[config.mk]
export PLATFORM = sky130hd
export DESIGN_NAME = tmc_top
export DESIGN_NICKNAME = d
export VERILOG_FILES = /design/src/rtl/tmc_pkg.sv /design/src/rtl/tmc_sync.sv /design/src/rtl/tmc_top.sv
export SDC_FILE = /design/constraint.sdc
export NUM_CORES = 1
export LEC_CHECK = 0
export ABC_CLOCK_PERIOD_IN_PS = 3840
export BUFFER_PORTS_ARGS = -buffer_cell sky130_fd_sc_hd__buf_2
export CAP_MARGIN = 20
export CORE_ASPECT_RATIO = 2
export CORE_MARGIN = 2
export CORE_UTILIZATION = 30
export DETAILED_ROUTE_END_ITERATION = 16
export GPL_TIMING_DRIVEN = 1
export SYNTH_ARGS = -nofsm -noshare
export SYNTH_HDL_FRONTEND = slang
export SYNTH_SLANG_ARGS = --single-unit
[constraint.sdc]
create_clock -name clk -period 3.84 [get_ports clk]
set_clock_uncertainty 0.1 [all_clocks]
set_input_delay 0.768 -clock clk [delete_from_list [all_inputs] [get_ports clk]]
set_output_delay 0.768 -clock clk [all_outputs]
set_load 0.005 [all_outputs]
[src/rtl/tmc_pkg.sv]
// shared constants and types for the timer/counter block
package tmc_pkg;
  // ----------------------------------------------------------------
  // clocking
  // ----------------------------------------------------------------
  localparam int CLK_FREQ_HZ = 100_000_000;
  localparam int MCYC_CLKS = 12;
  localparam logic [3:0] MCYC_LAST = 4'(MCYC_CLKS - 1);
  localparam logic [3:0] MCYC_ONE = 4'h1;

  // ----------------------------------------------------------------
  // widths and counting constants
  // ----------------------------------------------------------------
  localparam int APB_AW = 8;
  localparam int BYTE_W = 8;
  localparam int HALF_W = 16;
  localparam int PRE_W = 5;
  localparam logic [PRE_W-1:0] PRE_MAX = 5'h1F;
  localparam logic [PRE_W-1:0] PRE_ONE = 5'h01;
  localparam logic [7:0] BYTE_MAX = 8'hFF;
  localparam logic [7:0] BYTE_ONE = 8'h01;
  localparam logic [15:0] HALF_MAX = 16'hFFFF;
  localparam logic [15:0] HALF_ONE = 16'h0001;

  // ----------------------------------------------------------------
  // register byte addresses
  // ----------------------------------------------------------------
  localparam logic [APB_AW-1:0] ADDR_TMODE = 8'h00;
  localparam logic [APB_AW-1:0] ADDR_TCTRL = 8'h04;
  localparam logic [APB_AW-1:0] ADDR_T0CNT = 8'h08;
  localparam logic [APB_AW-1:0] ADDR_T1CNT = 8'h0C;
  localparam logic [APB_AW-1:0] ADDR_TIMER2_CONTROL = 8'h10;
  localparam logic [APB_AW-1:0] ADDR_TIMER2_MODE_REGISTER = 8'h14;
  localparam logic [APB_AW-1:0] ADDR_T2CNT = 8'h18;
  localparam logic [APB_AW-1:0] ADDR_RCAP = 8'h1C;

  // ----------------------------------------------------------------
  // types
  // ----------------------------------------------------------------
  typedef logic [31:0] tmc_word_t;

  typedef enum logic [1:0] {
    TM_13BIT = 2'h0,
    TM_16BIT = 2'h1,
    TM_RELOAD8 = 2'h2,
    TM_SPLIT = 2'h3
  } tmc_tmode_e;

  // one nibble of the standard timer mode register
  typedef struct packed {
    logic gate;
    logic cs;
    tmc_tmode_e mode;
  } tmc_tcfg_s;

  typedef struct packed {
    logic t1_overflow_flag;
    logic t1_run_bit;
    logic t0_overflow_flag;
    logic t0_run_bit;
  } tmc_tctrl_s;

  // timer2_control layout, bit 7 down to bit 0
  typedef struct packed {
    logic t2_overflow_flag;
    logic t2_external_flag;
    logic rx_clock_select_port1;
    logic tx_clock_select_port1;
    logic t2_external_enable;
    logic t2_run_bit;
    logic t2_counter_select;
    logic capture_reload_select;
  } tmc_timer2_control_s;

  typedef struct packed {
    logic tx_clock_select_port2;
    logic rx_clock_select_port2;
    logic down_count_enable;
  } tmc_timer2_mode_register_s;

  typedef struct packed {
    logic t0_count_pin;
    logic t1_count_pin;
    logic t2_count_pin;
    logic t2_trigger_input;
    logic ext_irq_pin_a;
    logic ext_irq_pin_b;
  } tmc_pins_s;

  localparam int PIN_N = $bits(tmc_pins_s);

  typedef struct packed {
    logic [PIN_N-1:0] meta;
    logic [PIN_N-1:0] sync;
    logic [PIN_N-1:0] prev;
  } tmc_sync_s;

  typedef struct packed {
    logic rx1;
    logic tx1;
    logic rx2;
    logic tx2;
  } tmc_baud_s;

  typedef struct packed {
    logic psel;
    logic penable;
    logic pwrite;
    logic [APB_AW-1:0] paddr;
    logic [31:0] pwdata;
  } tmc_apb_req_s;

  typedef struct packed {
    logic ovf;
    logic [7:0] hi;
    logic [7:0] lo;
  } tmc_tstep_s;
endpackage

[src/rtl/tmc_sync.sv]
// two-flop synchronisers with falling-edge detectors for the pin inputs
module tmc_sync
(
  input wire logic clk,
  input wire logic sys_rst,
  input wire tmc_pkg::tmc_pins_s pins_in,
  output tmc_pkg::tmc_pins_s level,
  output tmc_pkg::tmc_pins_s fall
);
  import tmc_pkg::*;

  tmc_sync_s st_r;
  tmc_sync_s st_nxt;
  logic [PIN_N-1:0] fall_v;

  always_comb
  begin
    st_nxt = st_r;
    st_nxt.meta = pins_in;
    st_nxt.sync = st_r.meta;
    st_nxt.prev = st_r.sync;
  end

  // idle-high reset so the release never looks like a falling edge
  always_ff @(posedge clk)
  begin
    if (sys_rst)
    begin
      st_r <= '1;
    end
    else
    begin
      st_r <= st_nxt;
    end
  end

  genvar i;
  for (i = 0; i < PIN_N; i++)
  begin : g_pin
    assign fall_v[i] = st_r.prev[i] & ~st_r.sync[i];
  end

  assign level = tmc_pins_s'(st_r.sync);
  assign fall = tmc_pins_s'(fall_v);
endmodule

[src/rtl/tmc_top.sv]
// three timer/counters with auto-reload, split mode, capture and baud generation
// ----------------------------------------------------------------
// Overview of operation
// - mode 2: low byte reloads from high
// - timer 1 in mode 3 holds count
// - t0 mode 3: low byte own counter
// - t0 mode 3: high byte uses t1 controls
// - t1 still runs as baud source
// - counter select: machine cycle or pin
// - capture mode: 16-bit counter, overflow flag
// - trigger fall captures count, sets flag
// - auto-reload mode reloads on rollover
// - trigger fall also reloads, sets flag
// - baud mode never sets overflow flag
// - baud mode forces auto-reload
// - clock selects route t2 or t1 overflow
// - trigger ignored unless enabled, not down mode
// - baud mode trigger sets external flag
// - timer 2 counts only when running
// - flags hardware set, software cleared
// - capture mode counts up only
// - gate and run enable counted input
// ----------------------------------------------------------------
module tmc_top
(
  input wire logic clk,
  input wire logic sys_rst,
  input wire tmc_pkg::tmc_apb_req_s apb_req,
  output tmc_pkg::tmc_word_t prdata,
  output logic pready,
  output logic pslverr,
  input wire tmc_pkg::tmc_pins_s pins,
  output tmc_pkg::tmc_baud_s baud_clk,
  output logic t0_irq,
  output logic t1_irq,
  output logic t2_irq
);
  import tmc_pkg::*;

  typedef struct packed {
    logic [3:0] mcyc_cnt;
    tmc_tcfg_s t1cfg;
    tmc_tcfg_s t0cfg;
    tmc_tctrl_s tctrl;
    logic [7:0] t0_lo;
    logic [7:0] t0_hi;
    logic [7:0] t1_lo;
    logic [7:0] t1_hi;
    tmc_timer2_control_s timer2_control;
    tmc_timer2_mode_register_s timer2_mode_register;
    logic [15:0] t2_cnt;
    logic [15:0] rcap;
    tmc_word_t rdata;
    logic rerr;
    tmc_baud_s baud;
  } tmc_state_s;

  tmc_state_s st_r;
  tmc_state_s st_nxt;
  tmc_pins_s lvl;
  tmc_pins_s fall;
  logic mcyc;
  logic t0_m3;
  logic t0_tick;
  logic t1_tick;
  logic th0_tick;
  logic th0_ovf;
  logic t1_ovf_ev;
  tmc_tstep_s t0_step;
  tmc_tstep_s t1_step;
  logic baud_mode;
  logic reload_mode;
  logic down_mode;
  logic count_down;
  logic t2_tick;
  logic t2_edge;
  logic up_wrap;
  logic dn_wrap;
  logic t2_wrap;
  logic setup_ph;
  logic access_ph;
  logic sw_wr;
  tmc_timer2_control_s w_timer2_control;

  tmc_sync u_sync
  (
    .clk(clk),
    .sys_rst(sys_rst),
    .pins_in(pins),
    .level(lvl),
    .fall(fall)
  );

  // ----------------------------------------------------------------
  // one count step of a standard timer in the given mode
  // ----------------------------------------------------------------
  function automatic tmc_tstep_s tmc_step(input tmc_tmode_e mode, input logic [7:0] lo, input logic [7:0] hi);
    tmc_tstep_s r;
    r = '{ovf: 1'b0, hi: hi, lo: lo};
    case (mode)
      TM_13BIT:
      begin
        r.lo[PRE_W-1:0] = lo[PRE_W-1:0] + PRE_ONE;
        if (lo[PRE_W-1:0] == PRE_MAX)
        begin
          r.hi = hi + BYTE_ONE;
          r.ovf = (hi == BYTE_MAX);
        end
      end
      TM_16BIT:
      begin
        {r.hi, r.lo} = {hi, lo} + HALF_ONE;
        r.ovf = ({hi, lo} == HALF_MAX);
      end
      TM_RELOAD8:
      begin
        r.ovf = (lo == BYTE_MAX);
        r.lo = r.ovf ? hi : lo + BYTE_ONE;
      end
      default:
      begin
        r.lo = lo + BYTE_ONE;
        r.ovf = (lo == BYTE_MAX);
      end
    endcase
    return r;
  endfunction

  // ----------------------------------------------------------------
  // next-state logic
  // ----------------------------------------------------------------
  always_comb
  begin
    st_nxt = st_r;
    mcyc = (st_r.mcyc_cnt == MCYC_LAST);
    st_nxt.mcyc_cnt = mcyc ? '0 : st_r.mcyc_cnt + MCYC_ONE;

    // standard timers
    t0_m3 = (st_r.t0cfg.mode == TM_SPLIT);
    t0_tick = st_r.tctrl.t0_run_bit & (~st_r.t0cfg.gate | lvl.ext_irq_pin_a)
              & (st_r.t0cfg.cs ? fall.t0_count_pin : mcyc);
    // timer 1 ignores its run bit while timer 0 borrows it
    t1_tick = (st_r.t1cfg.mode != TM_SPLIT) & (t0_m3 | st_r.tctrl.t1_run_bit)
              & (~st_r.t1cfg.gate | lvl.ext_irq_pin_b)
              & (st_r.t1cfg.cs ? fall.t1_count_pin : mcyc);
    th0_tick = t0_m3 & st_r.tctrl.t1_run_bit & mcyc;
    th0_ovf = th0_tick & (st_r.t0_hi == BYTE_MAX);
    t0_step = tmc_step(st_r.t0cfg.mode, st_r.t0_lo, st_r.t0_hi);
    t1_step = tmc_step(st_r.t1cfg.mode, st_r.t1_lo, st_r.t1_hi);
    t1_ovf_ev = t1_tick & t1_step.ovf;
    if (t0_tick)
    begin
      st_nxt.t0_lo = t0_step.lo;
      st_nxt.t0_hi = t0_step.hi;
    end
    if (th0_tick)
    begin
      st_nxt.t0_hi = st_r.t0_hi + BYTE_ONE;
    end
    if (t1_tick)
    begin
      st_nxt.t1_lo = t1_step.lo;
      st_nxt.t1_hi = t1_step.hi;
    end

    // timer 2
    baud_mode = st_r.timer2_control.rx_clock_select_port1 | st_r.timer2_control.tx_clock_select_port1
                | st_r.timer2_mode_register.rx_clock_select_port2 | st_r.timer2_mode_register.tx_clock_select_port2;
    reload_mode = baud_mode | ~st_r.timer2_control.capture_reload_select;
    down_mode = reload_mode & ~baud_mode & st_r.timer2_mode_register.down_count_enable;
    count_down = down_mode & ~lvl.t2_trigger_input;
    t2_tick = st_r.timer2_control.t2_run_bit
              & (st_r.timer2_control.t2_counter_select ? fall.t2_count_pin : mcyc);
    t2_edge = fall.t2_trigger_input & st_r.timer2_control.t2_external_enable & ~down_mode;
    up_wrap = t2_tick & ~count_down & (st_r.t2_cnt == HALF_MAX);
    dn_wrap = t2_tick & count_down & (st_r.t2_cnt == st_r.rcap);
    t2_wrap = up_wrap | dn_wrap;
    if (t2_tick)
    begin
      st_nxt.t2_cnt = count_down ? st_r.t2_cnt - HALF_ONE : st_r.t2_cnt + HALF_ONE;
    end
    if (up_wrap & reload_mode)
    begin
      st_nxt.t2_cnt = st_r.rcap;
    end
    if (dn_wrap)
    begin
      st_nxt.t2_cnt = HALF_MAX;
    end
    if (t2_edge & ~baud_mode)
    begin
      if (reload_mode)
      begin
        st_nxt.t2_cnt = st_r.rcap;
      end
      else
      begin
        st_nxt.rcap = st_r.t2_cnt;
      end
    end

    // register writes, taken in the access phase
    setup_ph = apb_req.psel & ~apb_req.penable;
    access_ph = apb_req.psel & apb_req.penable;
    sw_wr = access_ph & apb_req.pwrite;
    w_timer2_control = tmc_timer2_control_s'(apb_req.pwdata[BYTE_W-1:0]);
    if (sw_wr)
    begin
      case (apb_req.paddr)
        ADDR_TMODE:
        begin
          {st_nxt.t1cfg, st_nxt.t0cfg} = apb_req.pwdata[BYTE_W-1:0];
        end
        ADDR_TCTRL:
        begin
          st_nxt.tctrl = tmc_tctrl_s'(apb_req.pwdata[$bits(tmc_tctrl_s)-1:0]);
          // flags only clear from software
          st_nxt.tctrl.t0_overflow_flag = st_r.tctrl.t0_overflow_flag & st_nxt.tctrl.t0_overflow_flag;
          st_nxt.tctrl.t1_overflow_flag = st_r.tctrl.t1_overflow_flag & st_nxt.tctrl.t1_overflow_flag;
        end
        ADDR_T0CNT:
        begin
          {st_nxt.t0_hi, st_nxt.t0_lo} = apb_req.pwdata[HALF_W-1:0];
        end
        ADDR_T1CNT:
        begin
          {st_nxt.t1_hi, st_nxt.t1_lo} = apb_req.pwdata[HALF_W-1:0];
        end
        ADDR_TIMER2_CONTROL:
        begin
          st_nxt.timer2_control = w_timer2_control;
          st_nxt.timer2_control.t2_overflow_flag = st_r.timer2_control.t2_overflow_flag & w_timer2_control.t2_overflow_flag;
          st_nxt.timer2_control.t2_external_flag = st_r.timer2_control.t2_external_flag & w_timer2_control.t2_external_flag;
        end
        ADDR_TIMER2_MODE_REGISTER:
        begin
          st_nxt.timer2_mode_register = tmc_timer2_mode_register_s'(apb_req.pwdata[$bits(tmc_timer2_mode_register_s)-1:0]);
        end
        ADDR_T2CNT:
        begin
          st_nxt.t2_cnt = apb_req.pwdata[HALF_W-1:0];
        end
        ADDR_RCAP:
        begin
          st_nxt.rcap = apb_req.pwdata[HALF_W-1:0];
        end
        default:
        begin
          st_nxt.rcap = st_nxt.rcap;
        end
      endcase
    end

    // hardware flag sets win over a software clear in the same cycle
    st_nxt.tctrl.t0_overflow_flag = st_nxt.tctrl.t0_overflow_flag | (t0_tick & t0_step.ovf);
    st_nxt.tctrl.t1_overflow_flag = st_nxt.tctrl.t1_overflow_flag
                                    | (t0_m3 ? th0_ovf : t1_ovf_ev);
    st_nxt.timer2_control.t2_overflow_flag = st_nxt.timer2_control.t2_overflow_flag | (t2_wrap & ~baud_mode);
    st_nxt.timer2_control.t2_external_flag = st_nxt.timer2_control.t2_external_flag | t2_edge;

    // read data captured in the setup phase
    if (setup_ph)
    begin
      st_nxt.rerr = 1'b0;
      case (apb_req.paddr)
        ADDR_TMODE: st_nxt.rdata = tmc_word_t'({st_r.t1cfg, st_r.t0cfg});
        ADDR_TCTRL: st_nxt.rdata = tmc_word_t'({st_r.tctrl});
        ADDR_T0CNT: st_nxt.rdata = tmc_word_t'({st_r.t0_hi, st_r.t0_lo});
        ADDR_T1CNT: st_nxt.rdata = tmc_word_t'({st_r.t1_hi, st_r.t1_lo});
        ADDR_TIMER2_CONTROL: st_nxt.rdata = tmc_word_t'({st_r.timer2_control});
        ADDR_TIMER2_MODE_REGISTER: st_nxt.rdata = tmc_word_t'({st_r.timer2_mode_register});
        ADDR_T2CNT: st_nxt.rdata = tmc_word_t'({st_r.t2_cnt});
        ADDR_RCAP: st_nxt.rdata = tmc_word_t'({st_r.rcap});
        default:
        begin
          st_nxt.rdata = '0;
          st_nxt.rerr = 1'b1;
        end
      endcase
    end

    // baud clock routing to the serial ports
    st_nxt.baud.rx1 = st_r.timer2_control.rx_clock_select_port1 ? t2_wrap : t1_ovf_ev;
    st_nxt.baud.tx1 = st_r.timer2_control.tx_clock_select_port1 ? t2_wrap : t1_ovf_ev;
    st_nxt.baud.rx2 = st_r.timer2_mode_register.rx_clock_select_port2 ? t2_wrap : t1_ovf_ev;
    st_nxt.baud.tx2 = st_r.timer2_mode_register.tx_clock_select_port2 ? t2_wrap : t1_ovf_ev;
  end

  always_ff @(posedge clk)
  begin
    if (sys_rst)
    begin
      st_r <= '0;
    end
    else
    begin
      st_r <= st_nxt;
    end
  end

  // ----------------------------------------------------------------
  // outputs
  // ----------------------------------------------------------------
  assign prdata = st_r.rdata;
  assign pready = access_ph;
  assign pslverr = access_ph & st_r.rerr;
  assign baud_clk = st_r.baud;
  assign t0_irq = st_r.tctrl.t0_overflow_flag;
  assign t1_irq = st_r.tctrl.t1_overflow_flag;
  assign t2_irq = st_r.timer2_control.t2_overflow_flag | st_r.timer2_control.t2_external_flag;
endmodule

# After elaboration in Yosys (flattened, before gate mapping)
# Cells that the tools add are included.
dict set report word_totals {
  ff_bits 146
  wordCells 180
}
dict set report op_classes {
  n_eq_ne 24
  bitwise_logic 59
  n_reduce_logical 9
  add_sub_neg 11
  muxes 40
}
# cell count
set op_table {}
lappend op_table {{$mux 16} 12}
lappend op_table {{$pmux 16 s8} 1}
lappend op_table {{$mux 79} 1}
lappend op_table {{$add 16x1->16 const B} 3}
lappend op_table {{$eq 16x16->1 const B} 3}
lappend op_table {{$and 1x1->1} 35}
lappend op_table {{$add 8x1->8 const B} 4}
lappend op_table {{$eq 8x5->1 const B} 4}
lappend op_table {{$eq 8x8->1 const B} 4}
lappend op_table {{$mux 32} 1}
lappend op_table {{$mux 8} 4}
lappend op_table {{$pmux 8 s2} 2}
lappend op_table {{$pmux 5 s3} 2}
lappend op_table {{$mux 9} 2}
lappend op_table {{$pmux 3 s3} 2}
lappend op_table {{$eq 16x16->1} 1}
lappend op_table {{$eq 8x4->1 const B} 2}
lappend op_table {{$sub 16x1->16 const B} 1}
lappend op_table {{$or 1x1->1} 13}
lappend op_table {{$not 1->1} 11}
lappend op_table {{$add 5x1->5 const B} 2}
lappend op_table {{$eq 5x5->1 const B} 2}
lappend op_table {{$mux 1} 9}
lappend op_table {{$eq 8x3->1 const B} 1}
lappend op_table {{other kinds (13)} 21}

# Logic depth before layout (Yosys ltp)
dict set report logic_depth {
  word_depth 18
  depth_mapped 12
}

# Modules after synthesis
# A second synthesis with hierarchy kept.
dict set report hier_totals {
  hier_cells 990
  area_unflattened_um2 8095.3
}
# module n_inst seq_area_each_um2 area_each_um2 cells_each
set by_module_without_submodules {}
lappend by_module_without_submodules {tmc_top 1 2242.2 7528.5 941}
lappend by_module_without_submodules {tmc_sync 1 360.3 566.8 49}

# Worst setup path after synthesis
# Ideal clock, no wire load.
dict set report synth_path {
  kind {register -> register}
  from {reg st_r[70] in the netlist's numbering}
  to {reg st_r[67] in the netlist's numbering}
  setup_ps 132
  path_stages_with_launch 12
  t_arrival_ps 2864
  n_path_buf 0
  required_ps 3608
  path_slack_ps 745
  path_cell_list {dfxtp_1 > nor4_4 > nand4bb_4 > clkinv_2 > ha_1 > a211oi_1 > o21ai_0 > a2111oi_2 > o31ai_1 > xor2_1 > a211oi_1 > nor3_1}
}
dict set report synth_via {
  elab_chain_cells 16
}
# element line
set synth_rtl {}
lappend synth_rtl {{start: declaration} tmc_top.sv:58} ;# tmc_state_s st_r;
lappend synth_rtl {{start signal: assignment} tmc_top.sv:297} ;# st_r <= st_nxt;
lappend synth_rtl {{$or 1x1->1 * (2 in a row)} tmc_top.sv:168} ;# | st_r.timer2_mode_register.rx_clock_select_port2 | st_r.timer2_mode_register.tx_clock_select_port2;
lappend synth_rtl {{$or 1x1->1 or $not 1->1 (tied branches)} {tmc_top.sv:169, tmc_top.sv:170, tmc_top.sv:190}}
lappend synth_rtl {{$and 1x1->1 (2 in a row)} tmc_top.sv:170} ;# down_mode = reload_mode & ~baud_mode & st_r.timer2_mode_register.down_count_enable;
lappend synth_rtl {{$and 1x1->1} tmc_top.sv:171} ;# count_down = down_mode & ~lvl.t2_trigger_input;
lappend synth_rtl {{$not 1->1} tmc_top.sv:175} ;# up_wrap = t2_tick & ~count_down & (st_r.t2_cnt == HALF_MAX);
lappend synth_rtl {{$and 1x1->1 (2 in a row)} tmc_top.sv:175}
lappend synth_rtl {{$and 1x1->1} tmc_top.sv:182} ;# if (up_wrap & reload_mode)
lappend synth_rtl {{$mux 16} tmc_top.sv:182}
lappend synth_rtl {{$mux 16} tmc_top.sv:186} ;# if (dn_wrap)
lappend synth_rtl {{$mux 16} tmc_top.sv:192} ;# if (reload_mode)
lappend synth_rtl {{$mux 32 *} tmc_top.sv:190} ;# if (t2_edge & ~baud_mode)
lappend synth_rtl {{$mux 16} tmc_top.sv:209} ;# case (apb_req.paddr)
lappend synth_rtl {{$mux 79 *} tmc_top.sv:207} ;# if (sw_wr)
# Mark *: on every way between the ends. The rest lies on a longest branch, timed or not.
# A chain may end at the register's enable or synchronous reset.

# Worst setup path after layout
dict set report layout_path {
  from {reg st_r[70] in the netlist's numbering}
  to {reg st_r[65] in the netlist's numbering}
}
# The elaborated chain is that of the path after synthesis.

==> results.md <==
- Worst skew pair latency: 0.44 ns
- Clock-pin slew on the worst setup and hold paths: 0.06 ns
- Initial DRC Count: 764
- Largest net degree at the start of global routing: 84
- DRT Pass-1 Iters: 6
- Longest Clk Path Bufs: 2
- Hold path cells: 1
- Total global routing overflow: 0
- Post-route ant nets: 0
- Clock Sinks: 128
- Remaining DRCs: 0
- Post-CTS sizing: 0
- FF-to-FF End: st_r[65]$_SDFF_PP0_
- Flops & latches, synth: 128
- Synth Area per Inst: 7.99 µm²
- Crit path DAT: 3.63 ns
- RePlAce Congestion: 0.954
- P_leak: 3.45 nW
- Reg2reg start: st_r[70]$_SDFFE_PP0P_
- Worst path required time: 4.10 ns
- R2R setup slack: 0.47 ns
- Endpoint, Worst Hold: u_sync.level[3]$_SDFF_PP1_
- Hold Fails Final Rpt: 0
- Final WS setup: 0.474 ns
- Hold buffers post-CTS: 0
- Hold crit path type: reg2reg
- Global Route Usage Sum: 21.7%
- # Post-CTS Setup Buffers: 0
- EDFF count, synth: 0
- Post-Syn Instances: 1025
- Commonest non-fill, non-tap cells in the layout: nor2_1, dfxtp_1, a21oi_1
- Initial core utilization: 30.5%
- Post-Route WL: 31000 µm
- Chip Width: 121 µm
- H-tree level count: 4
- Total of max-cap violations: 0
- Vias after detailed routing: 8053
- Crit end category: flip-flop
- Peak supply drop: 0.000247 V
- WP buf/inv: 1
- Seq/Total Area, Yosys: 31.3%
- Clock Tree Root: clkbuf_16
- Crit path cell chain: nor4_4 > nand4bb_4 > clkinv_2 > ha_1 > a211oi_1 > o21ai_0 > a2111oi_2 > o21bai_1 > a211oi_1 > o21ai_0 > a31oi_1
- Setup TNS: 0 ns
- Slew HR: 36.1%
- Critical path type: reg2reg
- Fillcell total: 2761
- CTS tree: built
- Worst Tran Pin Value: 0.958 ns
- Die height: 238 µm
- Core ar.: 26900 µm²
- Commonest non-fill, non-tap cell in the layout: nor2_1
- Die area: 28700 µm²
- Worst Setup Start Kind: flip-flop
- Via-to-Cell Ratio: 5.71
- Design Area, Final: 9320 µm²
- TritonCTS buffer count: 17
- First-pass GRT wire length: 46700 µm
- Post-synthesis cell area: 8190 µm²
- Layout area overhead: 13.8%
- Row count: 85
- Multi-input logic area: 5110 µm²
- Post-placement cell area: 8690 µm²
- DR WL/cell: 22.0 µm
- Peak Freq: 297 MHz
- Fin nets: 1123
- Layout cells sized above 1: 15.6%
- Worst-path maximum fanout: 6
- Initial antenna violation count: 0
- # setup viols final: 0
- Yosys warns: 0
- DP Wirelength: 23700 µm
- Boundary pin count: 92
- Register area: 2560 µm²
- Crit-path max cell delay: 0.50 ns
- Min Tclk post-route: 3.37 ns
- Post-synthesis cell type count: 81
- Place WS: 0.501 ns
- Hold Crit Start: u_sync.st_nxt[9]$_SDFF_PP1_
- Max-slew violation count: 0
- Status: finished clean
- Fraction of registers with async set/reset: 0%
- # diodes: 0
- Pwr Density: 345 nW/µm²
- Final cycle utilization of the critical path: 87.6%
- Main synth FF type: dfxtp_1
- RSZ-0062 raised after global routing: false
- Delay-heaviest family, CP: compound AO/OA/AOI/OAI gates
- Port bufs: 59
- Vias in the first global route: 7778
- FF-to-FF path depth: 11
- Worst hold slack: 0.307 ns
- Slowest stage cell, crit path: a2111oi_2
==> state kept, by name, summed over array words and instances, names as in the netlist <==
| name | count |
|---|---|
| t0_irq | 1 |
| baud_clk | 4 |
| u_sync.level | 6 |
| prdata | 16 |
| t1_irq | 1 |
| u_sync.st_r | 4 |
| u_sync.st_nxt | 6 |
| st_r | 90 |
==> worst register-to-register path: stages (launching register included) <==
cell and delay, ns:
dfxtp_1 0.38, nor4_4 0.38, nand4bb_4 0.21, clkinv_2 0.15, ha_1 0.29, a211oi_1 0.31
o21ai_0 0.24, a2111oi_2 0.50, o21bai_1 0.18, a211oi_1 0.24, o21ai_0 0.10, a31oi_1 0.21
==> cell type report <==
| class | instances | share of cell area [%] |
|---|---|---|
| multi-input cells | 800 | 54.8 |
| flip-flops and latches | 128 | 27.5 |
| repair buffers | 89 | 5.74 |
| clock buffers | 21 | 5.05 |
| well taps | 348 | 4.67 |
| clock inverters | 11 | 1.72 |
| inverters | 14 | 0.577 |
==> per-stage QoR <==
step / std cells / util (%) / power (W)
global placement: 1379 / 32.3 / 0.00151
floorplan: 1040 / - / 0.00145
global route: 1411 / 34.7 / 0.00330
detailed placement: 1379 / 32.3 / 0.00151
finish: 1411 / 34.7 / 0.00322
CTS: 1411 / 34.7 / 0.00323
==> cells by family after synthesis <==
group / Yosys count / synth area share, %
fa+ha+maj: 22 / 3.45
xor+xnor: 38 / 4.15
flops: 128 / 31.3
other cells: 1 / 0.0458
simple gates: 370 / 23.4
mux: 41 / 5.01
buf+inv: 112 / 7.10
compound gates: 313 / 25.6
==> synthesized netlist by cell type, types with 5 or more instances <==
cell type  number  area (µm²)
o21ai_0        35         175
nor2_1        134         503
clkbuf_1       41         154
or3_1           8        50.1
buf_4          37         278
dfxtp_1       128        2560
mux2i_1        41         410
a22oi_1        38         285
a21oi_1        91         455
o21a_1          6        45.0
nand4_1        18         113
and3_1         13        81.3
or2_2          18         113
a21o_1         11        82.6
nor2b_1         5        31.3
xnor2_1        27         236
nand2_1        75         282
buf_2          16        80.1
nor3_1         18        90.1
a31oi_1        21         131
nand3_1        27         135
xor2_1         10        87.6
nand2b_1        9        56.3
a211oi_1       54         405
ha_1           21         263
o211ai_1        8        60.1
and2_1          6        37.5
inv_1          13        48.8
a221oi_1        6        52.6
==> power by group <==
group	leakage, nW	internal (W)	switching, W	total (W)
Sequential	1.03	0.00134	0.0000122	0.00135
Combinational	2.11	0.0000385	0.0000884	0.000127
Clock	0.309	0.00113	0.000609	0.00174
Total	3.45	0.00251	0.000710	0.00322
==> worst max path at each step <==
stage	start	end	slack (ns)	cells past startpoint
after global routing	st_r[70]$_SDFFE_PP0P_	st_r[67]$_SDFF_PP0_	0.32	11
after CTS	st_r[70]$_SDFFE_PP0P_	st_r[65]$_SDFF_PP0_	0.48	12
after floorplan	st_r[70]$_SDFFE_PP0P_	st_r[67]$_SDFF_PP0_	0.74	11
after detailed placement	st_r[70]$_SDFFE_PP0P_	st_r[65]$_SDFF_PP0_	0.50	12
final	st_r[70]$_SDFFE_PP0P_	st_r[65]$_SDFF_PP0_	0.47	11
after global placement	st_r[70]$_SDFFE_PP0P_	st_r[65]$_SDFF_PP0_	0.54	12
==> per-layer routing <==
metal	share of wire [%]	track usage, %	up-vias	wire (µm)
met5	0	0	-	0
met4	8.5	17.5	0	2640
met3	4.5	3.57	110	1390
met2	54	40.5	344	16800
met1	33	20.1	3838	10200
li1	-	-	3761	-
(Power assumes the default switching activity.)
